--- src/hw/bsc_pkg.sv ---
// constants and types for the boot strap and clock control block
package bsc_pkg;
	// crystal reference and timer rates in millihertz
	localparam longint REF_MILLIHZ = 64'd14745600000;
	localparam longint TMR_FAST_MILLIHZ = 64'd508468900;
	localparam longint TMR_MID_MILLIHZ = 64'd983000000;
	localparam longint TMR_SLOW_MILLIHZ = 64'd1993900;
	localparam int TMR_FAST_DIV = int'(REF_MILLIHZ / TMR_FAST_MILLIHZ);
	localparam int TMR_MID_DIV = int'(REF_MILLIHZ / TMR_MID_MILLIHZ);
	localparam int TMR_SLOW_DIV = int'(REF_MILLIHZ / TMR_SLOW_MILLIHZ);
	localparam logic [12:0] TMR_FAST_LAST = 13'(TMR_FAST_DIV - 1);
	localparam logic [12:0] TMR_MID_LAST = 13'(TMR_MID_DIV - 1);
	// watchdog tap from the real-time-clock chain
	localparam int RTC_HZ = 32768;
	localparam int WDT_HZ = 256;
	localparam logic [6:0] WDT_HALF_LAST = 7'(RTC_HZ / WDT_HZ / 2 - 1);
	localparam logic [2:0] AAC_LAST = 3'h4;
	localparam logic [2:0] AAC_HIGH = 3'h2;
	localparam logic [1:0] AUD_BIT_HALF_LAST = 2'h1;
	localparam logic [4:0] AUD_WORD_HALF_LAST = 5'h1f;
	localparam logic [9:0] PLL_LOCK_CYCLES = 10'h3e8;
	localparam logic [31:0] BOOT_FETCH_ADDR = 32'h0000_0000;
	localparam int CS_WDT_TIMER = 1;
	localparam int CS_WDT_DURATION = 2;
	localparam int CS_WIDTH_LO = 6;
	localparam logic [1:0] PRE_DIV2 = 2'h0;
	localparam logic [1:0] PRE_DIV25 = 2'h1;
	localparam logic [1:0] PRE_DIV3 = 2'h2;

	typedef struct packed {
		logic [7:0] chip_select_lines;
		logic boot_source_strap;
		logic serial_data_strap;
		logic [1:0] boot_mode_straps;
		logic boot_sync_strap;
	} bsc_strap_t;

	typedef struct packed {
		logic serial_boot_flag;
		bsc_strap_t latched;
	} bsc_system_config_register_t;

	typedef struct packed {
		logic [3:0] usb_divider_field;
		logic [1:0] output_postscaler;
		logic [4:0] input_predivider;
		logic [5:0] second_feedback_divider;
		logic [4:0] first_feedback_divider;
	} bsc_pll_cfg_t;

	typedef struct packed {
		logic [11:0] mult;
		logic [5:0] prediv;
		logic [1:0] post_shift;
	} bsc_pll_ratio_t;

	typedef struct packed {
		logic enable;
		logic [1:0] pre_sel;
		logic [6:0] divider;
	} bsc_gen_cfg_t;

	typedef enum logic [2:0] {
		BP_NONE = 3'h0,
		BP_EXT_SYNC = 3'h1,
		BP_EXT_ASYNC = 3'h2,
		BP_INT_UART = 3'h3,
		BP_INT_SPI_TRY = 3'h4,
		BP_INT_SPI = 3'h5,
		BP_INT_SYNC = 3'h6,
		BP_INT_ASYNC = 3'h7
	} bsc_path_t;

	typedef enum logic [1:0] {
		BW_8 = 2'h0,
		BW_16 = 2'h1,
		BW_32 = 2'h2,
		BW_NA = 2'h3
	} bsc_width_t;

	typedef enum logic [1:0] {
		ST_RUN = 2'h0,
		ST_STANDBY = 2'h1
	} bsc_pwr_t;
endpackage : bsc_pkg

--- src/hw/bsc_pdiv.sv ---
// pre-divider of 2, 2.5 or 3 followed by a 7-bit divider
`timescale 1ns/1ps
`default_nettype none
module bsc_pdiv import bsc_pkg::*; (
	input wire logic clk,
	input wire logic rst_n,
	input wire bsc_gen_cfg_t cfg,
	output logic clk_out,
	output logic rise
);
	logic [2:0] pre_cnt_r;
	logic [2:0] pre_last;
	logic pre_tick;
	logic [6:0] div_cnt_r;
	logic div_hit;

	always_comb begin
		unique case (cfg.pre_sel)
			PRE_DIV25: pre_last = 3'h4;
			PRE_DIV3: pre_last = 3'h2;
			default: pre_last = 3'h1;
		endcase
	end

	// 2.5 gives two ticks per five cycles, spaced three then two
	assign pre_tick = cfg.enable && ((pre_cnt_r == pre_last) ||
		(cfg.pre_sel == PRE_DIV25 && pre_cnt_r == 3'h2));
	assign div_hit = pre_tick && (div_cnt_r >= cfg.divider - 7'h1);

	always_ff @(posedge clk or negedge rst_n) begin
		if (!rst_n) begin
			pre_cnt_r <= 3'h0;
		end else if (!cfg.enable || pre_cnt_r >= pre_last) begin
			pre_cnt_r <= 3'h0;
		end else begin
			pre_cnt_r <= pre_cnt_r + 3'h1;
		end
	end

	// divider zero holds the clock still
	always_ff @(posedge clk or negedge rst_n) begin
		if (!rst_n) begin
			div_cnt_r <= 7'h0;
			clk_out <= 1'b0;
			rise <= 1'b0;
		end else begin
			rise <= 1'b0;
			if (!cfg.enable || cfg.divider == 7'h0) begin
				div_cnt_r <= 7'h0;
			end else if (div_hit) begin
				div_cnt_r <= 7'h0;
				clk_out <= !clk_out;
				rise <= !clk_out;
			end else if (pre_tick) begin
				div_cnt_r <= div_cnt_r + 7'h1;
			end
		end
	end

	property p_pre_div2;
		@(posedge clk) disable iff (!rst_n)
		(pre_tick && cfg.enable && cfg.pre_sel == PRE_DIV2 && $stable(cfg))
			|=> !pre_tick ##1 (pre_tick || cfg != $past(cfg, 2));
	endproperty
	a_pre_div2: assert property (p_pre_div2) else $error("pre-divider by two misspaced");
endmodule : bsc_pdiv
`default_nettype wire

--- src/hw/bsc_top.sv ---
// boot strap capture and clock generation top
// Behaviour
// straps captured when power-on or user reset pin rises.
// captured straps held in system config register, readable by software.
// chip-select 1 strap enables watchdog timer, chip-select 2 its duration.
// external sync boot from SDRAM select three; width 16 or 32.
// external async boot from static select zero; width 8, 16, 32, 32.
// internal boot over first serial port, sync and width ignored.
// internal mode 00 tries serial flash first, taken only with signature.
// otherwise sync internal boot at signature select; width 16 or 32.
// otherwise async internal boot at signature select; width 8, 16, 32, 32.
// serial boot is normal boot plus a readable serial-boot flag.
// first fetch at address zero, mapped to the chosen boot memory.
// two identical independent PLLs on crystal, followed by dividers.
// PLL output is ref times feedback products over predivider and postscaler.
// software keeps PLL reference and output frequencies within their ranges.
// software keeps cpu, AHB, APB clock limits and their ordering.
// audio, video, infrared generators: pre-divide 2, 2.5, 3, then 7-bit.
// audio bit and word clocks divided from the audio master clock.
// USB 48 MHz clock from second PLL through the USB divider field.
// crystal chain gives divide 2..64; keypad and touch pick 4 or 16.
// serial port at crystal/2, AC-link at crystal/5, PWM at crystal.
// timer clocks about 508.4689 kHz, 1.9939 kHz and 983 kHz from crystal.
// watchdog clock 256 Hz tapped from the 32 kHz RTC chain.
// first PLL write forces standby until settings settle, then back to run.
`timescale 1ns/1ps
`default_nettype none
module bsc_top import bsc_pkg::*; #(
	parameter int TMR_SLOW_COUNT = TMR_SLOW_DIV
) (
	input wire logic clk,
	input wire logic rstn,
	input wire logic power_on_reset_pin_n,
	input wire logic user_reset_pin_n,
	input wire bsc_strap_t strap_in,
	input wire logic spi_probe_done,
	input wire logic spi_signature_found,
	input wire logic pll1_write,
	input wire bsc_pll_cfg_t pll1_settings,
	input wire logic pll2_write,
	input wire bsc_pll_cfg_t pll2_settings,
	input wire bsc_gen_cfg_t audio_cfg,
	input wire bsc_gen_cfg_t video_cfg,
	input wire bsc_gen_cfg_t infrared_cfg,
	input wire logic keypad_sel_div16,
	input wire logic touch_sel_div16,
	input wire logic rtc_tick,
	output bsc_system_config_register_t system_config_register,
	output logic watchdog_timer_enable,
	output logic watchdog_duration_enable,
	output bsc_path_t boot_path,
	output bsc_width_t boot_width,
	output logic [31:0] boot_fetch_address,
	output bsc_pll_ratio_t pll1_ratio,
	output bsc_pll_ratio_t pll2_ratio,
	output logic [4:0] usb_divide_ratio,
	output logic standby,
	output logic audio_master_clk,
	output logic audio_bit_clk,
	output logic audio_word_clk,
	output logic video_pixel_clock,
	output logic infrared_clock,
	output logic [5:0] xtal_div,
	output logic keypad_clk,
	output logic touch_clk,
	output logic ssp_clk,
	output logic aac_clk,
	output logic pwm_clk_en,
	output logic tmr_fast_tick,
	output logic tmr_mid_tick,
	output logic tmr_slow_tick,
	output logic wdt_clk
);
	localparam logic [12:0] TMR_SLOW_LAST = 13'(TMR_SLOW_COUNT - 1);

	logic rst_sync1_r;
	logic rst_sync2_r;
	logic rst_n;
	logic por_n_r;
	logic usr_n_r;
	logic capture;
	bsc_system_config_register_t system_config_register_r;
	bsc_path_t path_r;
	bsc_width_t width_r;
	bsc_pwr_t pwr_r;
	logic [9:0] lock_cnt_r;
	logic aud_rise;
	logic [1:0] bit_cnt_r;
	logic bit_rise;
	logic [4:0] word_cnt_r;
	logic [2:0] aac_cnt_r;
	logic [12:0] tf_cnt_r;
	logic [12:0] tm_cnt_r;
	logic [12:0] ts_cnt_r;
	logic [6:0] wdt_cnt_r;

	function automatic bsc_width_t decode_width(input logic sync, input logic [1:0] code);
		if (code[1]) begin
			decode_width = BW_32;
		end else if (sync || code[0]) begin
			decode_width = BW_16;
		end else begin
			decode_width = BW_8;
		end
	endfunction : decode_width

	function automatic bsc_path_t decode_path(input bsc_strap_t s);
		decode_path = BP_NONE;
		if (s.serial_data_strap && !s.boot_mode_straps[1]) begin
			if (!s.boot_source_strap) begin
				if (!s.boot_mode_straps[0]) begin
					decode_path = s.boot_sync_strap ? BP_EXT_SYNC : BP_EXT_ASYNC;
				end
			end else if (s.boot_mode_straps[0]) begin
				decode_path = BP_INT_UART;
			end else begin
				decode_path = BP_INT_SPI_TRY;
			end
		end
	endfunction : decode_path

	function automatic bsc_pll_ratio_t pll_ratio(input bsc_pll_cfg_t c);
		logic [11:0] a;
		logic [11:0] b;
		a = {7'h0, c.first_feedback_divider} + 12'h1;
		b = {6'h0, c.second_feedback_divider} + 12'h1;
		pll_ratio.mult = 12'(a * b);
		pll_ratio.prediv = {1'b0, c.input_predivider} + 6'h1;
		pll_ratio.post_shift = c.output_postscaler;
	endfunction : pll_ratio

	function automatic logic [12:0] wrap_inc(input logic [12:0] c, input logic [12:0] last);
		wrap_inc = (c >= last) ? 13'h0 : c + 13'h1;
	endfunction : wrap_inc

	always_ff @(posedge clk or negedge rstn) begin
		if (!rstn) begin
			rst_sync1_r <= 1'b0;
			rst_sync2_r <= 1'b0;
		end else begin
			rst_sync1_r <= 1'b1;
			rst_sync2_r <= rst_sync1_r;
		end
	end
	assign rst_n = rst_sync2_r;

	// pins start as held so a high pin after reset counts as a release
	always_ff @(posedge clk or negedge rst_n) begin
		if (!rst_n) begin
			por_n_r <= 1'b0;
			usr_n_r <= 1'b0;
		end else begin
			por_n_r <= power_on_reset_pin_n;
			usr_n_r <= user_reset_pin_n;
		end
	end
	assign capture = (power_on_reset_pin_n && !por_n_r) || (user_reset_pin_n && !usr_n_r);

	always_ff @(posedge clk or negedge rst_n) begin
		if (!rst_n) begin
			system_config_register_r <= '0;
		end else if (capture) begin
			system_config_register_r.latched <= strap_in;
			system_config_register_r.serial_boot_flag <= (decode_path(strap_in) == BP_INT_UART);
		end
	end
	assign system_config_register = system_config_register_r;
	assign watchdog_timer_enable = system_config_register_r.latched.chip_select_lines[CS_WDT_TIMER];
	assign watchdog_duration_enable = system_config_register_r.latched.chip_select_lines[CS_WDT_DURATION];

	always_ff @(posedge clk or negedge rst_n) begin
		if (!rst_n) begin
			path_r <= BP_NONE;
			width_r <= BW_NA;
		end else if (capture) begin
			path_r <= decode_path(strap_in);
			if (decode_path(strap_in) == BP_INT_UART || decode_path(strap_in) == BP_NONE) begin
				width_r <= BW_NA;
			end else begin
				width_r <= decode_width(strap_in.boot_sync_strap,
					strap_in.chip_select_lines[CS_WIDTH_LO +: 2]);
			end
		end else if (path_r == BP_INT_SPI_TRY && spi_probe_done) begin
			if (spi_signature_found) begin
				path_r <= BP_INT_SPI;
			end else if (system_config_register_r.latched.boot_sync_strap) begin
				path_r <= BP_INT_SYNC;
			end else begin
				path_r <= BP_INT_ASYNC;
			end
		end
	end
	assign boot_path = path_r;
	assign boot_width = width_r;
	assign boot_fetch_address = BOOT_FETCH_ADDR;

	always_ff @(posedge clk or negedge rst_n) begin
		if (!rst_n) begin
			pll1_ratio <= '0;
		end else if (pll1_write) begin
			pll1_ratio <= pll_ratio(pll1_settings);
		end
	end

	always_ff @(posedge clk or negedge rst_n) begin
		if (!rst_n) begin
			pll2_ratio <= '0;
			usb_divide_ratio <= 5'h1;
		end else if (pll2_write) begin
			pll2_ratio <= pll_ratio(pll2_settings);
			usb_divide_ratio <= {1'b0, pll2_settings.usb_divider_field} + 5'h1;
		end
	end

	// a new write while settling restarts the wait
	always_ff @(posedge clk or negedge rst_n) begin
		if (!rst_n) begin
			pwr_r <= ST_RUN;
			lock_cnt_r <= 10'h0;
		end else if (pll1_write) begin
			pwr_r <= ST_STANDBY;
			lock_cnt_r <= PLL_LOCK_CYCLES;
		end else begin
			unique case (pwr_r)
				ST_RUN: begin
					lock_cnt_r <= 10'h0;
				end
				ST_STANDBY: begin
					lock_cnt_r <= lock_cnt_r - 10'h1;
					if (lock_cnt_r == 10'h1) begin
						pwr_r <= ST_RUN;
					end
				end
			endcase
		end
	end
	assign standby = (pwr_r == ST_STANDBY);

	bsc_pdiv u_audio (
		.clk(clk),
		.rst_n(rst_n),
		.cfg(audio_cfg),
		.clk_out(audio_master_clk),
		.rise(aud_rise)
	);

	bsc_pdiv u_video (
		.clk(clk),
		.rst_n(rst_n),
		.cfg(video_cfg),
		.clk_out(video_pixel_clock),
		.rise()
	);

	bsc_pdiv u_infrared (
		.clk(clk),
		.rst_n(rst_n),
		.cfg(infrared_cfg),
		.clk_out(infrared_clock),
		.rise()
	);

	always_ff @(posedge clk or negedge rst_n) begin
		if (!rst_n) begin
			bit_cnt_r <= 2'h0;
			audio_bit_clk <= 1'b0;
			bit_rise <= 1'b0;
		end else begin
			bit_rise <= 1'b0;
			if (aud_rise) begin
				if (bit_cnt_r == AUD_BIT_HALF_LAST) begin
					bit_cnt_r <= 2'h0;
					audio_bit_clk <= !audio_bit_clk;
					bit_rise <= !audio_bit_clk;
				end else begin
					bit_cnt_r <= bit_cnt_r + 2'h1;
				end
			end
		end
	end

	always_ff @(posedge clk or negedge rst_n) begin
		if (!rst_n) begin
			word_cnt_r <= 5'h0;
			audio_word_clk <= 1'b0;
		end else if (bit_rise) begin
			if (word_cnt_r == AUD_WORD_HALF_LAST) begin
				word_cnt_r <= 5'h0;
				audio_word_clk <= !audio_word_clk;
			end else begin
				word_cnt_r <= word_cnt_r + 5'h1;
			end
		end
	end

	always_ff @(posedge clk or negedge rst_n) begin
		if (!rst_n) begin
			xtal_div <= 6'h0;
		end else begin
			xtal_div <= xtal_div + 6'h1;
		end
	end
	assign ssp_clk = xtal_div[0];

	always_ff @(posedge clk or negedge rst_n) begin
		if (!rst_n) begin
			keypad_clk <= 1'b0;
			touch_clk <= 1'b0;
		end else begin
			keypad_clk <= keypad_sel_div16 ? xtal_div[3] : xtal_div[1];
			touch_clk <= touch_sel_div16 ? xtal_div[3] : xtal_div[1];
		end
	end

	always_ff @(posedge clk or negedge rst_n) begin
		if (!rst_n) begin
			aac_cnt_r <= 3'h0;
			aac_clk <= 1'b0;
			pwm_clk_en <= 1'b0;
		end else begin
			aac_cnt_r <= (aac_cnt_r == AAC_LAST) ? 3'h0 : aac_cnt_r + 3'h1;
			aac_clk <= (aac_cnt_r < AAC_HIGH);
			pwm_clk_en <= 1'b1;
		end
	end

	always_ff @(posedge clk or negedge rst_n) begin
		if (!rst_n) begin
			tf_cnt_r <= 13'h0;
			tm_cnt_r <= 13'h0;
			ts_cnt_r <= 13'h0;
			tmr_fast_tick <= 1'b0;
			tmr_mid_tick <= 1'b0;
			tmr_slow_tick <= 1'b0;
		end else begin
			tf_cnt_r <= wrap_inc(tf_cnt_r, TMR_FAST_LAST);
			tm_cnt_r <= wrap_inc(tm_cnt_r, TMR_MID_LAST);
			ts_cnt_r <= wrap_inc(ts_cnt_r, TMR_SLOW_LAST);
			tmr_fast_tick <= (tf_cnt_r == TMR_FAST_LAST);
			tmr_mid_tick <= (tm_cnt_r == TMR_MID_LAST);
			tmr_slow_tick <= (ts_cnt_r == TMR_SLOW_LAST);
		end
	end

	always_ff @(posedge clk or negedge rst_n) begin
		if (!rst_n) begin
			wdt_cnt_r <= 7'h0;
			wdt_clk <= 1'b0;
		end else if (rtc_tick) begin
			if (wdt_cnt_r == WDT_HALF_LAST) begin
				wdt_cnt_r <= 7'h0;
				wdt_clk <= !wdt_clk;
			end else begin
				wdt_cnt_r <= wdt_cnt_r + 7'h1;
			end
		end
	end

	property p_capture;
		@(posedge clk) disable iff (!rst_n)
		capture |=> system_config_register.latched == $past(strap_in);
	endproperty
	a_capture: assert property (p_capture) else $error("straps not latched on reset release");

	property p_wdt;
		@(posedge clk) disable iff (!rst_n)
		capture |=> watchdog_timer_enable == $past(strap_in.chip_select_lines[1])
			&& watchdog_duration_enable == $past(strap_in.chip_select_lines[2]);
	endproperty
	a_wdt: assert property (p_wdt) else $error("watchdog straps wrong");

	property p_ext_sync;
		@(posedge clk) disable iff (!rst_n)
		(capture && strap_in[4:0] == 5'b01001 && strap_in.chip_select_lines[7:6] == 2'b01)
			|=> boot_path == BP_EXT_SYNC && boot_width == BW_16;
	endproperty
	a_ext_sync: assert property (p_ext_sync) else $error("external sync boot misdecoded");

	property p_ext_async;
		@(posedge clk) disable iff (!rst_n)
		(capture && strap_in[4:0] == 5'b01000 && strap_in.chip_select_lines[7:6] == 2'b00)
			|=> boot_path == BP_EXT_ASYNC && boot_width == BW_8;
	endproperty
	a_ext_async: assert property (p_ext_async) else $error("external async boot misdecoded");

	property p_uart;
		@(posedge clk) disable iff (!rst_n)
		(capture && strap_in[4:1] == 4'b1101)
			|=> boot_path == BP_INT_UART && system_config_register.serial_boot_flag;
	endproperty
	a_uart: assert property (p_uart) else $error("serial port boot misdecoded");

	property p_spi;
		@(posedge clk) disable iff (!rst_n)
		(!capture && boot_path == BP_INT_SPI_TRY && spi_probe_done)
			|=> boot_path == ($past(spi_signature_found) ? BP_INT_SPI :
				system_config_register.latched.boot_sync_strap ? BP_INT_SYNC : BP_INT_ASYNC);
	endproperty
	a_spi: assert property (p_spi) else $error("serial flash fallback wrong");

	property p_pll;
		@(posedge clk) disable iff (!rst_n)
		pll1_write |=> pll1_ratio.mult == 12'(({7'h0, $past(pll1_settings.first_feedback_divider)} + 12'h1)
			* ({6'h0, $past(pll1_settings.second_feedback_divider)} + 12'h1));
	endproperty
	a_pll: assert property (p_pll) else $error("pll ratio wrong");

	// cycles of standby since the last settings write
	logic [10:0] stby_seen_r;
	always_ff @(posedge clk or negedge rst_n) begin
		if (!rst_n) begin
			stby_seen_r <= 11'h0;
		end else if (pll1_write || !standby) begin
			stby_seen_r <= 11'h0;
		end else if (stby_seen_r != 11'h7ff) begin
			stby_seen_r <= stby_seen_r + 11'h1;
		end
	end

	property p_standby;
		@(posedge clk) disable iff (!rst_n)
		pll1_write |=> standby[*8];
	endproperty
	a_standby: assert property (p_standby) else $error("standby after pll write wrong");

	property p_stby_len;
		@(posedge clk) disable iff (!rst_n)
		(stby_seen_r <= {1'b0, PLL_LOCK_CYCLES}) and ($fell(standby) |-> stby_seen_r == {1'b0, PLL_LOCK_CYCLES});
	endproperty
	a_stby_len: assert property (p_stby_len) else $error("standby length wrong");

	property p_fast_tmr;
		@(posedge clk) disable iff (!rst_n)
		tmr_fast_tick |=> !tmr_fast_tick[*8];
	endproperty
	a_fast_tmr: assert property (p_fast_tmr) else $error("timer tick too frequent");

	property p_keypad;
		@(posedge clk) disable iff (!rst_n)
		!$past(keypad_sel_div16) |-> keypad_clk == $past(xtal_div[1]);
	endproperty
	a_keypad: assert property (p_keypad) else $error("keypad clock source wrong");

	c_ext_sync: cover property (@(posedge clk) disable iff (!rst_n) boot_path == BP_EXT_SYNC);
	c_uart: cover property (@(posedge clk) disable iff (!rst_n) boot_path == BP_INT_UART);
	c_spi: cover property (@(posedge clk) disable iff (!rst_n) boot_path == BP_INT_SPI);
	c_standby: cover property (@(posedge clk) disable iff (!rst_n) $fell(standby));
endmodule : bsc_top
`default_nettype wire

--- config.mk ---
export PLATFORM = sky130hd
export DESIGN_NAME = bsc_top
export DESIGN_NICKNAME = d
export VERILOG_FILES = /design/src/hw/bsc_pkg.sv /design/src/hw/bsc_pdiv.sv /design/src/hw/bsc_top.sv
export SDC_FILE = /design/constraint.sdc
export NUM_CORES = 1
export LEC_CHECK = 0
export ABC_AREA = 0
export ABC_CLOCK_PERIOD_IN_PS = 7900
export BUFFER_PORTS_ARGS = -buffer_cell sky130_fd_sc_hd__buf_2
export CAP_MARGIN = 20
export CORE_MARGIN = 4
export CORE_UTILIZATION = 55
export CTS_CLUSTER_SIZE = 14
export DETAILED_ROUTE_END_ITERATION = 7
export PLACE_DENSITY = 0.79
export RECOVER_POWER = 50
export REMOVE_ABC_BUFFERS = 1
export SLEW_MARGIN = 20
export SYNTH_ARGS = -nofsm -noshare
export SYNTH_HDL_FRONTEND = slang
export SYNTH_SLANG_ARGS = --single-unit
--- constraint.sdc ---
create_clock -name clk -period 7.9 [get_ports clk]
set_input_delay 0 -clock clk [delete_from_list [all_inputs] [get_ports clk]]
set_output_delay 0 -clock clk [all_outputs]
set_load 0.02 [all_outputs]
# --- After elaboration in Yosys (flattened, before gate mapping) ---
# Index checks and enable logic that the tools add are counted.
word_totals:
  output_inout_bits: 119
  ff_bits: 187
  input_bits: 98
  elab_cells: 214
classes:
  reduce_logical: 55
  n_mux: 46
  add_sub_neg: 25
  mul: 2
  n_eq_ne: 23
  bitwise: 3
  n_lt_le_gt_ge: 10
op_table:
  columns: ["operator", "n"]
  rows:
  - ["7-bit 2-to-1 mux", 10]
  - ["13-bit by 1-bit adder with 13-bit output (second input constant)", 3]
  - ["13-bit 2-to-1 mux", 3]
  - ["3-bit 2-to-1 mux", 10]
  - ["7-bit by 1-bit adder with 7-bit output (second input constant)", 4]
  - ["5-bit by 1-bit adder with 6-bit output (second input constant)", 4]
  - ["6-bit by 7-bit multiplier with 12-bit output", 2]
  - ["7-bit >= comparator", 3]
  - ["7-bit zero test", 3]
  - ["7-bit by 1-bit subtractor with 7-bit output (second input constant)", 3]
  - ["10-bit case mux with 2 select lines", 1]
  - ["2-bit 2-to-1 mux", 9]
  - ["3-bit case mux with 2 select lines", 3]
  - ["6-bit by 1-bit adder with 7-bit output (second input constant)", 2]
  - ["2-bit AND reduction", 7]
  - ["13-bit == test (second input constant)", 1]
  - ["13-bit by 4-bit == test with 1-bit output (second input constant)", 1]
  - ["13-bit by 5-bit == test with 1-bit output (second input constant)", 1]
  - ["13-bit >= comparator (second input constant)", 1]
  - ["13-bit by 4-bit >= comparator with 1-bit output (second input constant)", 1]
  - ["13-bit by 5-bit >= comparator with 1-bit output (second input constant)", 1]
  - ["1-bit logical AND", 13]
  - ["3-bit by 1-bit adder with 3-bit output (second input constant)", 4]
  - ["3-bit by 2-bit == test with 1-bit output (second input constant)", 4]
  - ["24 further kinds", 70]

# --- Depth between registers and ports, before layout ---
# Gate-level depths: netlist of the first run.
depth:
  ltp_word: 8
  depth_mapped: 17
  mapped_depth_nobuf: 17

# --- By module ---
# From an unflattened synthesis of the first run, not the netlist that was laid out.
unflattened:
  cells_unflattened: 1194
  hier_area_um2: 11972.7
modules_own_cells:
  columns: ["module", "cells_each", "area_per_inst_um2", "instances", "seq_area_each_um2"]
  rows:
  - ["bsc_top", 864, 9011.1, 1, 3807.4]
  - ["bsc_pdiv", 110, 987.2, 3, 300.3]

# --- Least setup slack after synthesis of the first run ---
# OpenSTA, ideal clock, no wires.
synth_timing:
  path_type: "input-to-reg"
  start: "in pll1_settings[5] (netlist bit)"
  end: "reg pll1_ratio[19] (netlist bit)"
  path_buffers: 1
  required_time_ns: 7.775
  path_slack_ns: 3.793
  setup_ns: 0.125
  arrival_time_ns: 3.982
  cell_stages: 15
  path_cell_list: "clkbuf_1 nand3_1 xor2_1 or2_2 fa_1 inv_1 fa_1 fa_1 ha_1 and3_1 a2111oi_1 o21ai_0 a21oi_1 xnor2_1 mux2_2"
synth_via:
  elab_chain_cells: 2
synth_rtl:
  columns: ["item", "line", "source"]
  rows:
  - ["from (decl)", "bsc_top.sv:39", "input wire bsc_pll_cfg_t pll1_settings,"]
  - ["6-bit by 1-bit adder with 7-bit output", "bsc_top.sv:126", "b = {6'h0, c.second_feedback_divider} + 12'h1;"]
  - ["6-bit by 7-bit multiplier with 12-bit output", "bsc_top.sv:127", "pll_ratio.mult = 12'(a * b);"]
  - ["to (signal assigned)", "bsc_top.sv:201", "pll1_ratio <= pll_ratio(pll1_settings);"]
  - ["to (decl)", "bsc_top.sv:54", "output bsc_pll_ratio_t pll1_ratio,"]
# Every way passes these cells.
# A chain may end at the register's enable or synchronous reset.

# --- Worst setup path after layout of the first run ---
layout_timing:
  start: "in pll1_settings[0] (netlist bit)"
  end: "reg pll1_ratio[19] (netlist bit)"
layout_via:
  elab_chain_cells: 2
layout_rtl:
  columns: ["item", "line", "source"]
  rows:
  - ["5-bit by 1-bit adder with 6-bit output", "bsc_top.sv:125", "a = {7'h0, c.first_feedback_divider} + 12'h1;"]
  - ["6-bit by 7-bit multiplier with 12-bit output", "bsc_top.sv:127", null]
# Every way passes these cells.

==> results of run 1 <==
-- timing repair --
action                                  CTS  global route
endpoints found under the setup margin    0             0
endpoints found under the hold margin    69             0
setup buffers                             0             0
resized for setup                         0             0
hold buffers                             54             0
-- layout by cell type, fill, tap and decap left out, types with 5 or more instances in the layout --
master,Yosys,routed
sky130_fd_sc_hd__nand2_1,53,53
sky130_fd_sc_hd__or3_1,10,10
sky130_fd_sc_hd__xor2_1,45,45
sky130_fd_sc_hd__o22ai_1,6,6
sky130_fd_sc_hd__nand2b_1,18,18
sky130_fd_sc_hd__clkbuf_16,0,17
sky130_fd_sc_hd__a31oi_1,6,6
sky130_fd_sc_hd__nor4_1,5,5
sky130_fd_sc_hd__dlygate4sd3_1,0,54
sky130_fd_sc_hd__mux2_2,44,42
sky130_fd_sc_hd__buf_2,0,83
sky130_fd_sc_hd__nand4_1,14,14
sky130_fd_sc_hd__nor2b_1,11,11
sky130_fd_sc_hd__ha_1,109,109
sky130_fd_sc_hd__inv_8,0,5
sky130_fd_sc_hd__nor2_1,127,127
sky130_fd_sc_hd__clkbuf_1,16,99
sky130_fd_sc_hd__xnor2_1,58,58
sky130_fd_sc_hd__and3_1,12,12
sky130_fd_sc_hd__or2_2,12,12
sky130_fd_sc_hd__a21oi_1,38,38
sky130_fd_sc_hd__and2_1,8,7
sky130_fd_sc_hd__mux2i_1,6,6
sky130_fd_sc_hd__o21ai_0,27,27
sky130_fd_sc_hd__nor3_1,26,26
sky130_fd_sc_hd__fa_1,40,40
sky130_fd_sc_hd__conb_1,2,50
sky130_fd_sc_hd__dfrtp_1,183,183
sky130_fd_sc_hd__nand3_1,53,53
sky130_fd_sc_hd__inv_1,103,103
sky130_fd_sc_hd__a21o_1,17,17
-- worst max-delay path, delay by kind of cell --
family	cells	cell delay [ns]
XOR/XNOR	2	0.53
AND/OR/NAND/NOR	3	0.45
AO/OA/AOI/OAI	3	0.91
adder cells (fa/ha/maj)	5	2.22
multiplexers	1	0.26
buffers and inverters	4	0.97
-- flip-flops by register name, summed over array words and instances, names as in the netlist, 6 cells and up --
| name | flops |
|---|---|
| lock_cnt_r | 10 |
| pll1_ratio | 20 |
| pll2_ratio | 20 |
| system_config_register | 14 |
| tf_cnt_r | 13 |
| tm_cnt_r | 13 |
| ts_cnt_r | 13 |
| u_audio.div_cnt_r | 7 |
| u_infrared.div_cnt_r | 7 |
| u_video.div_cnt_r | 7 |
| wdt_cnt_r | 7 |
| xtal_div | 6 |
-- final timing paths --
check | to | slack (ns)
setup / recovery | pll1_ratio[19] | 2.88
hold / removal | u_infrared.div_cnt_r[0] | 0.06
setup reg to reg | audio_bit_clk | 5.33
hold reg to reg | rst_n | 0.36
max in group asynchronous | audio_bit_clk | 5.33
min in group asynchronous | rst_n | 0.42
-- logic make-up (layout without fill, tap and decap cells) --
family,count (synthesis),count (layout),synth area share [%]
flops,186,186,40.23
simple gates,369,369,15.55
mux,50,50,4.798
compound gates,122,122,6.678
xor+xnor,103,103,7.791
fa+ha+maj,149,149,18.69
other cells,2,50,0.06486
buf+inv,156,372,6.192
-- metal layers --
layer / share of wire (%) / wire (um) / global-route usage, %
met5: 0 / 0 / 0
met4: 2.1 / 507 / 6.237
met3: 4.5 / 1073 / 3.562
met2: 51 / 12360 / 37.33
met1: 42 / 10100 / 26.04
-- final cells by class --
| cell class | count | area [sq um] | share of cell area (%) |
|---|---|---|---|
| flip-flops and latches | 186 | 4658 | 33.93 |
| repair buffers | 237 | 1343 | 9.778 |
| clock buffers | 18 | 429.2 | 3.126 |
| inverters | 103 | 386.6 | 2.816 |
| multi-input cells | 843 | 6384 | 46.49 |
| well taps | 270 | 337.8 | 2.460 |
| clock inverters | 14 | 192.7 | 1.403 |
-- per-stage QoR --
step	instances	hold slack, ns	setup WS [ns]
after floorplan	1132	-0.2956	2.339
after global placement	1585	-0.2124	3.275
after detailed placement	1585	-0.2102	3.158
after CTS	1671	0.01902	3.063
after global routing	1671	0.06385	2.566
final	1671	0.05620	2.876
-- power by group --
| part | switching, mW | internal [mW] |
|---|---|---|
| Combinational | 0.489 | 0.342 |
| Sequential | 0.0780 | 1.06 |
| Clock | 0.418 | 0.489 |
| Total | 0.985 | 1.89 |
==> metrics.txt, run 1 <==
# TYPE chip_impl_metric gauge
chip_impl_metric{name="fp.coreArea",unit="sq mm"} 0.02049
chip_impl_metric{name="first_global_vias",unit=""} 9050
chip_impl_metric{name="timing.critical_path.arrival",unit="ns"} 5.34
chip_impl_metric{name="stdcell_area",unit="sq mm"} 0.01373
chip_impl_info{name="worst_min_path_start",value="infrared_cfg[6]"} 1
chip_impl_info{name="synth_ff_type",value="sky130_fd_sc_hd__dfrtp_1"} 1
chip_impl_metric{name="setup_violations",unit=""} 0
chip_impl_metric{name="min_period",unit="ns"} 5.024
chip_impl_metric{name="cts_max_level",unit=""} 4
chip_impl_metric{name="grt.overflow.total",unit=""} 0
chip_impl_metric{name="grt_util_all_layers",unit="%"} 20.90
chip_impl_metric{name="drt-wirelength-per-cell",unit="um"} 14.39
chip_impl_metric{name="global_route_wire_length_before_repair",unit="mm"} 41.52
chip_impl_metric{name="post-route-drc-count",unit=""} 0
chip_impl_metric{name="clkLatencyLatePin",unit="ns"} 0.42
chip_impl_metric{name="yosys_warnings",unit=""} 0
chip_impl_info{name="hp-class",value="primary input to flop"} 1
chip_impl_metric{name="critPathMaxStageDelay",unit="ns"} 0.55
chip_impl_metric{name="timing.final.hold_violations",unit=""} 0
chip_impl_metric{name="post-synth-top-area-fraction",unit="%"} 39.55
chip_impl_info{name="cpMaxStageDelayCell",value="sky130_fd_sc_hd__fa_1"} 1
chip_impl_metric{name="leakage_dissipation",unit="nW"} 6.600
chip_impl_metric{name="via_per_inst",unit=""} 5.202
chip_impl_info{name="cts_tree",value="built"} 1
chip_impl_metric{name="floorplan.io_pins",unit=""} 217
chip_impl_metric{name="route.antenna.remaining_nets",unit=""} 0
chip_impl_info{name="regToRegStartpoint",value="rst_n"} 1
chip_impl_info{name="status",value="finished with violations"} 1
chip_impl_metric{name="die_h",unit="um"} 153.1
chip_impl_metric{name="post-layout-total-power",unit="mW"} 2.874
chip_impl_info{name="worst_setup_path_startpoint",value="pll1_settings[0]"} 1
chip_impl_metric{name="setup_total_negative_slack",unit="ns"} 0
chip_impl_metric{name="syn-cell-area",unit="sq mm"} 0.01158
chip_impl_metric{name="starting_utilization_of_the_core_area",unit="%"} 56.50
chip_impl_metric{name="clock_tree.buffer_depth",unit=""} 2
chip_impl_metric{name="fill_cells",unit=""} 1647
chip_impl_metric{name="totalWireLength",unit="mm"} 24.05
chip_impl_metric{name="clk_transition_reported_paths",unit="ns"} 0.08
chip_impl_metric{name="worst_slew_margin_rel",unit="%"} -45.83
chip_impl_metric{name="max_cap_violations",unit=""} 1
chip_impl_metric{name="worst_pin_slew",unit="ns"} 2.187
chip_impl_metric{name="syn-instance-count",unit=""} 1137
chip_impl_metric{name="synth-seq-cells",unit=""} 186
chip_impl_metric{name="drive_gt1_share",unit="%"} 12.71
chip_impl_metric{name="dpl-instance-area",unit="sq mm"} 0.01269
chip_impl_info{name="root_buffer",value="sky130_fd_sc_hd__clkbuf_16"} 1
chip_impl_metric{name="nets",unit=""} 1635
chip_impl_metric{name="report.final.slew_viol_count",unit=""} 58
chip_impl_info{name="setup.worst_path.end_class",value="flop"} 1
chip_impl_metric{name="reg2regPathDepth",unit=""} 1
chip_impl_metric{name="antenna_found_initial",unit=""} 0
chip_impl_info{name="yosys-top-cells-area",value="sky130_fd_sc_hd__dfrtp_1 40%, sky130_fd_sc_hd__ha_1 12%, sky130_fd_sc_hd__fa_1 6.9%"} 1
chip_impl_metric{name="synthesis.area_per_instance",unit="sq um"} 10.18
chip_impl_metric{name="vdd.ir_drop.worst",unit="mV"} 0.1487
chip_impl_metric{name="period_share",unit="%"} 63.59
chip_impl_metric{name="fp.dieW",unit="um"} 153.1
chip_impl_metric{name="area.growth.synth_to_final",unit="%"} 18.59
chip_impl_metric{name="timing.critical_path.fanout_max",unit=""} 9
chip_impl_metric{name="drt_first_pass_iters",unit=""} 5
chip_impl_info{name="post-synth-top-count-cell",value="sky130_fd_sc_hd__dfrtp_1"} 1
chip_impl_metric{name="post-dp-hpwl",unit="mm"} 16.83
chip_impl_metric{name="antennaDiodeCount",unit=""} 0
chip_impl_metric{name="fin_skew",unit="ns"} 0.01179
chip_impl_info{name="yosys-top-cells-count",value="183 x sky130_fd_sc_hd__dfrtp_1, 127 x sky130_fd_sc_hd__nor2_1, 109 x sky130_fd_sc_hd__ha_1, 103 x sky130_fd_sc_hd__inv_1, 58 x sky130_fd_sc_hd__xnor2_1"} 1
chip_impl_metric{name="maximum_number_of_pins_on_one_net_before_global_route_repair",unit=""} 87
chip_impl_metric{name="timing.critical_path.required",unit="ns"} 8.21
chip_impl_metric{name="synth_edf_count",unit=""} 0
chip_impl_metric{name="timing.hold.worst_path_depth",unit=""} 3
chip_impl_info{name="timing.setup.critical_path_class",value="primary input to flop"} 1
chip_impl_metric{name="ys_seq_area_share",unit="%"} 40.23
chip_impl_metric{name="row_count",unit=""} 52
chip_impl_metric{name="achievable-frequency",unit="GHz"} 0.1991
chip_impl_metric{name="die_area",unit="sq mm"} 0.02344
chip_impl_metric{name="initialDrtViolationCount",unit=""} 391
chip_impl_metric{name="num_vias",unit=""} 8693
chip_impl_metric{name="tritoncts.num_buffers",unit=""} 17
chip_impl_metric{name="finalWeightedCongestion",unit=""} 0.8519
chip_impl_metric{name="pwr_density_cell",unit="mW/mm^2"} 209.3
chip_impl_metric{name="cts.sink_count",unit=""} 186
chip_impl_info{name="violations",value="capacitance limit, slew limit"} 1
chip_impl_metric{name="async_flop_share",unit="%"} 100.0
chip_impl_metric{name="io_buffer_count",unit=""} 180
chip_impl_info{name="start_kind",value="primary input"} 1
chip_impl_info{name="synth_top_cell_by_area",value="sky130_fd_sc_hd__dfrtp_1"} 1
chip_impl_metric{name="postLayoutCoreUtil",unit="%"} 67.00
chip_impl_info{name="crit_path_frequent_cell",value="sky130_fd_sc_hd__fa_1"} 1
chip_impl_info{name="setup_repair_after_global_routing_missed_its_margin",value="false"} 1
chip_impl_info{name="worst_path_cell_trace",value="dlygate4sd3_1 > clkbuf_1 > ha_1 > nand3_1 > xor2_1 > nor2_1 > fa_1 > fa_1 > inv_1 > fa_1 > inv_1 > ha_1 > and3_1 > a2111oi_1 > o21ai_0 > a21oi_1 > xnor2_1 > mux2_2"} 1
chip_impl_metric{name="synth.distinct_cells",unit=""} 57
Power figures use the tool's default switching activity.
==> inputs of run 2 (changes only) <==
--- a/config.mk
+++ b/config.mk
@@ -6,14 +6,14 @@
 export NUM_CORES = 1
 export LEC_CHECK = 0
 export ABC_AREA = 0
-export ABC_CLOCK_PERIOD_IN_PS = 7900
+export ABC_CLOCK_PERIOD_IN_PS = 4030
 export BUFFER_PORTS_ARGS = -buffer_cell sky130_fd_sc_hd__buf_2
 export CAP_MARGIN = 20
 export CORE_MARGIN = 4
-export CORE_UTILIZATION = 55
+export CORE_UTILIZATION = 51
 export CTS_CLUSTER_SIZE = 14
 export DETAILED_ROUTE_END_ITERATION = 7
-export PLACE_DENSITY = 0.79
+export PLACE_DENSITY = 0.77
 export RECOVER_POWER = 50
 export REMOVE_ABC_BUFFERS = 1
 export SLEW_MARGIN = 20
==> constraint.sdc (replaced) <==
create_clock -name clk -period 4.03 [get_ports clk]
set_input_delay 0 -clock clk [delete_from_list [all_inputs] [get_ports clk]]
set_output_delay 0 -clock clk [all_outputs]
set_load 0.02 [all_outputs]
==> run 2 against run 1 <==
  * The run still ends with capacitance limit, slew limit left
  * Clock-buffer cell count down 1
  * Cell area up 2.5%
  * Combinational power up 110%
  * Critical path type unchanged
==> metrics.txt, run 2 (synthesis results as in run 1) <==
# TYPE chip_impl_metric gauge
chip_impl_metric{name="fill_cells",unit=""} 1814
chip_impl_metric{name="post-dp-hpwl",unit="mm"} 17.35
chip_impl_metric{name="clk_transition_reported_paths",unit="ns"} 0.08
chip_impl_metric{name="starting_utilization_of_the_core_area",unit="%"} 52.41
chip_impl_metric{name="route.antenna.remaining_nets",unit=""} 0
chip_impl_info{name="layout.cells.most_common_list",value="183 x sky130_fd_sc_hd__dfrtp_1, 127 x sky130_fd_sc_hd__nor2_1, 109 x sky130_fd_sc_hd__ha_1, 103 x sky130_fd_sc_hd__inv_1, 97 x sky130_fd_sc_hd__clkbuf_1"} 1
chip_impl_metric{name="clock_tree.buffer_depth",unit=""} 2
chip_impl_metric{name="postLayoutCoreUtil",unit="%"} 63.72
chip_impl_metric{name="fin_skew",unit="ns"} 0.01505
chip_impl_metric{name="vdd.ir_drop.worst",unit="mV"} 0.2314
chip_impl_metric{name="row_count",unit=""} 54
chip_impl_info{name="cpMaxStageDelayCell",value="sky130_fd_sc_hd__fa_1"} 1
chip_impl_metric{name="worst_slew_margin_rel",unit="%"} -60.48
chip_impl_info{name="layout.cells.most_common",value="sky130_fd_sc_hd__dfrtp_1"} 1
chip_impl_metric{name="pwr_density_cell",unit="mW/mm^2"} 404.1
chip_impl_metric{name="totalWireLength",unit="mm"} 23.75
chip_impl_metric{name="post-route-drc-count",unit=""} 0
chip_impl_metric{name="cts.sink_count",unit=""} 186
chip_impl_metric{name="io_buffer_count",unit=""} 180
chip_impl_metric{name="global_route_wire_length_before_repair",unit="mm"} 39.99
chip_impl_metric{name="finalWeightedCongestion",unit=""} 0.8875
chip_impl_info{name="hp-class",value="primary input to flop"} 1
chip_impl_metric{name="pwr-share-seq",unit="%"} 39.2
chip_impl_metric{name="antennaDiodeCount",unit=""} 0
chip_impl_metric{name="multi_input_comb_area",unit="sq mm"} 0.006410
chip_impl_metric{name="setup_violations",unit=""} 0
chip_impl_metric{name="die_area",unit="sq mm"} 0.02518
chip_impl_metric{name="max_cap_violations",unit=""} 1
chip_impl_info{name="violations",value="capacitance limit, slew limit"} 1
chip_impl_info{name="crit_path_frequent_cell",value="sky130_fd_sc_hd__fa_1"} 1
chip_impl_metric{name="total_switching_power",unit="mW"} 1.994
chip_impl_metric{name="timing.critical_path.arrival",unit="ns"} 4.16
chip_impl_metric{name="maximum_number_of_pins_on_one_net_before_global_route_repair",unit=""} 64
chip_impl_metric{name="timing.final.hold_violations",unit=""} 0
chip_impl_metric{name="fp.dieW",unit="um"} 158.7
chip_impl_metric{name="worst_pin_slew",unit="ns"} 2.407
chip_impl_metric{name="switching_share",unit="%"} 35.06
chip_impl_metric{name="p_clk_share",unit="%"} 30.1
chip_impl_metric{name="initialDrtViolationCount",unit=""} 311
chip_impl_metric{name="area.growth.synth_to_final",unit="%"} 21.58
chip_impl_metric{name="num_vias",unit=""} 8787
chip_impl_metric{name="first_global_vias",unit=""} 9063
chip_impl_metric{name="cts_max_level",unit=""} 4
chip_impl_metric{name="period_share",unit="%"} 95.46
chip_impl_metric{name="grt_util_all_layers",unit="%"} 19.22
chip_impl_info{name="start_kind",value="primary input"} 1
chip_impl_info{name="cts_tree",value="built"} 1
chip_impl_metric{name="floorplan.io_pins",unit=""} 217
chip_impl_metric{name="drt-wirelength-per-cell",unit="um"} 13.77
chip_impl_metric{name="critPathMaxStageDelay",unit="ns"} 0.54
chip_impl_metric{name="via_per_inst",unit=""} 5.097
chip_impl_info{name="timing.setup.critical_path_class",value="primary input to flop"} 1
chip_impl_metric{name="fp.coreArea",unit="sq mm"} 0.02209
chip_impl_metric{name="internal_power_contribution",unit="mW"} 3.694
chip_impl_metric{name="timing.critical_path.fanout_max",unit=""} 6
chip_impl_metric{name="drt_first_pass_iters",unit=""} 5
chip_impl_metric{name="timing.critical_path.required",unit="ns"} 4.35
chip_impl_info{name="worst_path_cell_trace",value="buf_2 > and3_1 > xnor2_1 > nor2_1 > fa_1 > fa_1 > inv_1 > fa_1 > inv_1 > ha_1 > and3_1 > a2111oi_2 > o21ai_0 > a21oi_1 > xnor2_1 > mux2_2"} 1
chip_impl_metric{name="clkLatencyLatePin",unit="ns"} 0.43
chip_impl_metric{name="drive_gt1_share",unit="%"} 16.07
chip_impl_metric{name="power.share.combinational",unit="%"} 30.7
chip_impl_metric{name="cts_setup_buffers",unit=""} 0
chip_impl_metric{name="tritoncts.num_buffers",unit=""} 17
chip_impl_metric{name="leakage_dissipation",unit="nW"} 6.806
chip_impl_metric{name="achievable-frequency",unit="GHz"} 0.2599
chip_impl_metric{name="grt.overflow.total",unit=""} 0
chip_impl_metric{name="antenna_found_initial",unit=""} 0
chip_impl_metric{name="setup_total_negative_slack",unit="ns"} 0
chip_impl_metric{name="layout.area.seq",unit="sq mm"} 0.004658
chip_impl_metric{name="report.final.slew_viol_count",unit=""} 64
chip_impl_metric{name="die_h",unit="um"} 158.7
chip_impl_info{name="root_buffer",value="sky130_fd_sc_hd__clkbuf_16"} 1
chip_impl_metric{name="nets",unit=""} 1678
chip_impl_metric{name="min_period",unit="ns"} 3.847
chip_impl_info{name="status",value="finished with violations"} 1
chip_impl_metric{name="r2r_setup_slack",unit="ns"} 1.28
chip_impl_info{name="setup.worst_path.end_class",value="flop"} 1
run 2: critical path: cells and delay by family:
family | cells | cell delay (ns)
buf+inv | 3 | 0.20
compound gates | 3 | 0.74
fa+ha+maj | 4 | 1.86
mux | 1 | 0.26
simple gates | 3 | 0.53
xor+xnor | 2 | 0.56
run 2: cell type report:
cell class / count / area share, %
clock buffer: 17 / 3.022
clock inverter: 15 / 1.378
inverter: 103 / 2.746
multi-input combinational: 843 / 45.53
sequential: 186 / 33.09
tap: 280 / 2.489
timing repair buffer: 280 / 11.74
run 2: timing repair:
| action | in CTS | in global routing |
|---|---|---|
| hold endpoints to repair | 68 | 0 |
| gates resized for setup | 0 | 3 |
| hold buffers | 51 | 0 |
| setup endpoints to repair | 0 | 1 |
run 2: worst paths after layout:
kind | from | to | cells after the start
hold reg to reg | rst_sync1_r | rst_n | 0
hold / removal | infrared_cfg[6] | u_infrared.div_cnt_r[1] | 3
setup reg to reg | rst_n | pll1_ratio[10] | 1
setup / recovery | pll1_settings[2] | pll1_ratio[19] | 16
max in group asynchronous | rst_n | pll1_ratio[10] | 1
min in group asynchronous | rstn | rst_sync1_r | 3
run 2: per-layer routing:
metal / GRT usage [%] / vias up / share of wire (%)
met2: 34.67 / 191 / 52
met3: 3.642 / 37 / 4.0
met5: 0 / - / 0
met4: 6.133 / 0 / 1.8
li1: - / 4326 / -
met1: 23.17 / 4233 / 43
run 2: stage by stage:
stage | worst slack, ns | instances | hold slack (ns) | area, sq um | total power [mW]
after floorplan | -1.531 | 1132 | -0.2956 | 11430 | 3.395
after global placement | -0.3043 | 1641 | -0.2104 | 13060 | 3.945
after detailed placement | -0.3529 | 1641 | -0.2139 | 13060 | 4.009
after CTS | 0.1004 | 1724 | 0.01626 | 14190 | 5.791
after global routing | -0.03017 | 1724 | 0.02245 | 14080 | 6.092
final | 0.1829 | 1724 | 0.03012 | 14080 | 5.688
run 2: power groups by stage:
stage	Clock (mW)	Sequential, mW	Combinational [mW]
2_1_floorplan	0	2.43	0.967
3_3_place_gp	0	2.25	1.69
3_5_place_dp	0	2.26	1.75
4_1_cts	1.77	2.23	1.80
5_1_grt	1.85	2.26	1.98
6_report	1.71	2.23	1.74
==> inputs of run 3 (changes only) <==
--- a/config.mk
+++ b/config.mk
@@ -13,6 +13,7 @@
 export CORE_UTILIZATION = 51
 export CTS_CLUSTER_SIZE = 14
 export DETAILED_ROUTE_END_ITERATION = 7
+export HOLD_SLACK_MARGIN = 0.15
 export PLACE_DENSITY = 0.77
 export RECOVER_POWER = 50
 export REMOVE_ABC_BUFFERS = 1
==> run 3 against run 2 <==
  * The run still ends with capacitance limit, slew limit left
  * Clock-buffer cell count stayed put
  * Worst hold slack better by 0.13 ns
  * Maximum frequency hardly changed
  * Clock power hardly changed
  * Sequential power hardly changed
  * Register-to-register slack better by 0.02 ns
  * Die area stayed put
  * Critical path type unchanged
  * Highest routed layer unchanged
==> metrics.txt, run 3 (synthesis results as in run 1) <==
# TYPE chip_impl_metric gauge
chip_impl_metric{name="setup_violations",unit=""} 0
chip_impl_info{name="status",value="finished with violations"} 1
chip_impl_metric{name="nets",unit=""} 1695
chip_impl_metric{name="area.growth.synth_to_final",unit="%"} 23.09
chip_impl_metric{name="totalWireLength",unit="mm"} 24.18
chip_impl_metric{name="timing.critical_path.arrival",unit="ns"} 4.17
chip_impl_metric{name="cts_max_level",unit=""} 4
chip_impl_metric{name="tritoncts.num_buffers",unit=""} 17
chip_impl_metric{name="critPathMaxStageDelay",unit="ns"} 0.54
chip_impl_metric{name="report.final.slew_viol_count",unit=""} 97
chip_impl_metric{name="via_per_inst",unit=""} 5.082
chip_impl_metric{name="num_vias",unit=""} 8847
chip_impl_metric{name="post-dp-hpwl",unit="mm"} 17.35
chip_impl_info{name="start_kind",value="primary input"} 1
chip_impl_info{name="cpMaxStageDelayCell",value="sky130_fd_sc_hd__fa_1"} 1
chip_impl_metric{name="dpl-instance-area",unit="sq mm"} 0.01306
chip_impl_info{name="hp-class",value="primary input to flop"} 1
chip_impl_metric{name="stdcell_area",unit="sq mm"} 0.01425
chip_impl_metric{name="pwr_density_cell",unit="mW/mm^2"} 400.7
chip_impl_metric{name="antenna_found_initial",unit=""} 0
chip_impl_metric{name="achievable-frequency",unit="GHz"} 0.2597
chip_impl_info{name="cts_tree",value="built"} 1
chip_impl_info{name="worst_min_path_start",value="pll2_settings[0]"} 1
chip_impl_metric{name="starting_utilization_of_the_core_area",unit="%"} 52.41
chip_impl_metric{name="fp.coreArea",unit="sq mm"} 0.02209
chip_impl_metric{name="drt_first_pass_iters",unit=""} 4
chip_impl_metric{name="initialDrtViolationCount",unit=""} 295
chip_impl_metric{name="leakage_dissipation",unit="nW"} 6.882
chip_impl_metric{name="worst-path-buf-inv",unit=""} 3
chip_impl_info{name="path_delay_family",value="adder cells"} 1
chip_impl_info{name="setup.worst_path.end_class",value="flop"} 1
chip_impl_metric{name="route.antenna.remaining_nets",unit=""} 0
chip_impl_info{name="violations",value="capacitance limit, slew limit"} 1
chip_impl_info{name="layout.cells.most_common_list",value="183 x sky130_fd_sc_hd__dfrtp_1, 127 x sky130_fd_sc_hd__nor2_1, 109 x sky130_fd_sc_hd__ha_1, 103 x sky130_fd_sc_hd__inv_1, 93 x sky130_fd_sc_hd__clkbuf_1"} 1
chip_impl_metric{name="setup_total_negative_slack",unit="ns"} 0
chip_impl_info{name="rr_endpoint",value="pll1_ratio[10]"} 1
chip_impl_metric{name="fp.dieW",unit="um"} 158.7
chip_impl_metric{name="max_cap_violations",unit=""} 2
chip_impl_metric{name="global_route_wire_length_before_repair",unit="mm"} 40.73
chip_impl_info{name="min_to",value="pll2_ratio[8]"} 1
chip_impl_metric{name="vdd.ir_drop.worst",unit="mV"} 0.2310
chip_impl_metric{name="timing.hold.worst_path_depth",unit=""} 4
chip_impl_metric{name="timing.critical_path.fanout_max",unit=""} 6
chip_impl_metric{name="worst_slew_margin_rel",unit="%"} -59.68
chip_impl_metric{name="die_area",unit="sq mm"} 0.02518
chip_impl_info{name="root_buffer",value="sky130_fd_sc_hd__clkbuf_16"} 1
chip_impl_metric{name="period_share",unit="%"} 95.54
chip_impl_info{name="crit_path_frequent_cell",value="sky130_fd_sc_hd__fa_1"} 1
chip_impl_metric{name="maximum_number_of_pins_on_one_net_before_global_route_repair",unit=""} 64
chip_impl_metric{name="drive_gt1_share",unit="%"} 16.15
chip_impl_metric{name="antennaDiodeCount",unit=""} 0
chip_impl_metric{name="die_h",unit="um"} 158.7
chip_impl_metric{name="reg2regPathDepth",unit=""} 1
chip_impl_info{name="regToRegStartpoint",value="rst_n"} 1
chip_impl_metric{name="timing.critical_path.required",unit="ns"} 4.35
chip_impl_metric{name="first_global_vias",unit=""} 9145
chip_impl_metric{name="r2r_setup_slack",unit="ns"} 1.30
chip_impl_metric{name="min_period",unit="ns"} 3.850
chip_impl_metric{name="row_count",unit=""} 54
chip_impl_metric{name="fin_skew",unit="ns"} 0.01764
chip_impl_info{name="layout.cells.most_common",value="sky130_fd_sc_hd__dfrtp_1"} 1
chip_impl_metric{name="post-layout-total-power",unit="mW"} 5.711
chip_impl_metric{name="clock_tree.buffer_depth",unit=""} 2
chip_impl_metric{name="floorplan.io_pins",unit=""} 217
chip_impl_metric{name="finalWeightedCongestion",unit=""} 0.8875
chip_impl_metric{name="timing.final.hold_violations",unit=""} 0
chip_impl_metric{name="io_buffer_count",unit=""} 180
chip_impl_metric{name="grt.overflow.total",unit=""} 0
chip_impl_metric{name="fill_cells",unit=""} 1788
chip_impl_metric{name="clk_transition_reported_paths",unit="ns"} 0.08
chip_impl_metric{name="grt_util_all_layers",unit="%"} 19.63
chip_impl_info{name="worst_path_cell_trace",value="buf_2 > and3_1 > xnor2_1 > nor2_1 > fa_1 > fa_1 > inv_1 > fa_1 > inv_1 > ha_1 > and3_1 > a2111oi_2 > o21ai_0 > a21oi_1 > xnor2_1 > mux2_2"} 1
chip_impl_metric{name="drt-wirelength-per-cell",unit="um"} 13.89
chip_impl_info{name="timing.setup.critical_path_class",value="primary input to flop"} 1
chip_impl_metric{name="clkLatencyLatePin",unit="ns"} 0.43
chip_impl_metric{name="post-route-drc-count",unit=""} 0
chip_impl_metric{name="cts.sink_count",unit=""} 186
chip_impl_metric{name="worst_pin_slew",unit="ns"} 2.395
==> run 3: cell count changes in the layout (fill, tap and decap cells not counted), sizes merged <==
cell	before	now
clkbuf	115	111
dlygate4sd3	51	68
buf	131	135
==> run 3: layout make-up <==
type	instances	area (sq um)	share of cell area [%]
timing repair buffer	297	1828	12.83
tap	280	350.3	2.458
multi-input combinational	843	6410	44.97
inverter	103	386.6	2.713
sequential	186	4658	32.68
clock inverter	15	193.9	1.361
clock buffer	17	425.4	2.985
==> run 3: what timing repair did <==
item / in CTS / in global routing
setup endpoints to repair: 0 / 1
hold buffers: 68 / 0
buffers inserted: 0 / 0
gates resized for setup: 0 / 3
hold endpoints to repair: 91 / 0
==> run 3: how the worst max path moves through the flow <==
stage                           startpoint             end  slack (ns)  cells past startpoint
after floorplan                      rst_n         aac_clk       -1.53                      0
after global placement    pll1_settings[0]  pll1_ratio[19]       -0.30                     17
after detailed placement  pll1_settings[0]  pll1_ratio[19]       -0.35                     17
after CTS                 pll1_settings[0]  pll1_ratio[19]        0.10                     17
after global routing      pll1_settings[5]  pll1_ratio[19]       -0.03                     17
final                     pll1_settings[2]  pll1_ratio[19]        0.18                     16
==> run 3: power breakdown <==
part	internal, mW	total (mW)	switching, mW
clock network	0.855	1.71	0.859
logic	0.782	1.77	0.984
registers	2.07	2.23	0.158
==> run 3: layer usage <==
layer / up-vias / share of wire [%] / track usage (%)
li1: 4362 / - / -
met1: 4270 / 43 / 23.74
met4: 0 / 2.0 / 6.255
met3: 40 / 4.0 / 3.534
met2: 175 / 52 / 35.47
met5: - / 0 / 0
==> run 3: metrics by stage <==
step | std cells | hold WS (ns) | utilization, % | setup WS (ns)
6_report | 1741 | 0.1589 | 64.51 | 0.1797
5_1_grt | 1741 | 0.1571 | 64.51 | -0.03018
4_1_cts | 1741 | 0.1504 | 64.98 | 0.1024
3_5_place_dp | 1641 | -0.2139 | 59.10 | -0.3529
3_3_place_gp | 1641 | -0.2104 | 59.10 | -0.3043
2_1_floorplan | 1132 | -0.2956 | - | -1.531
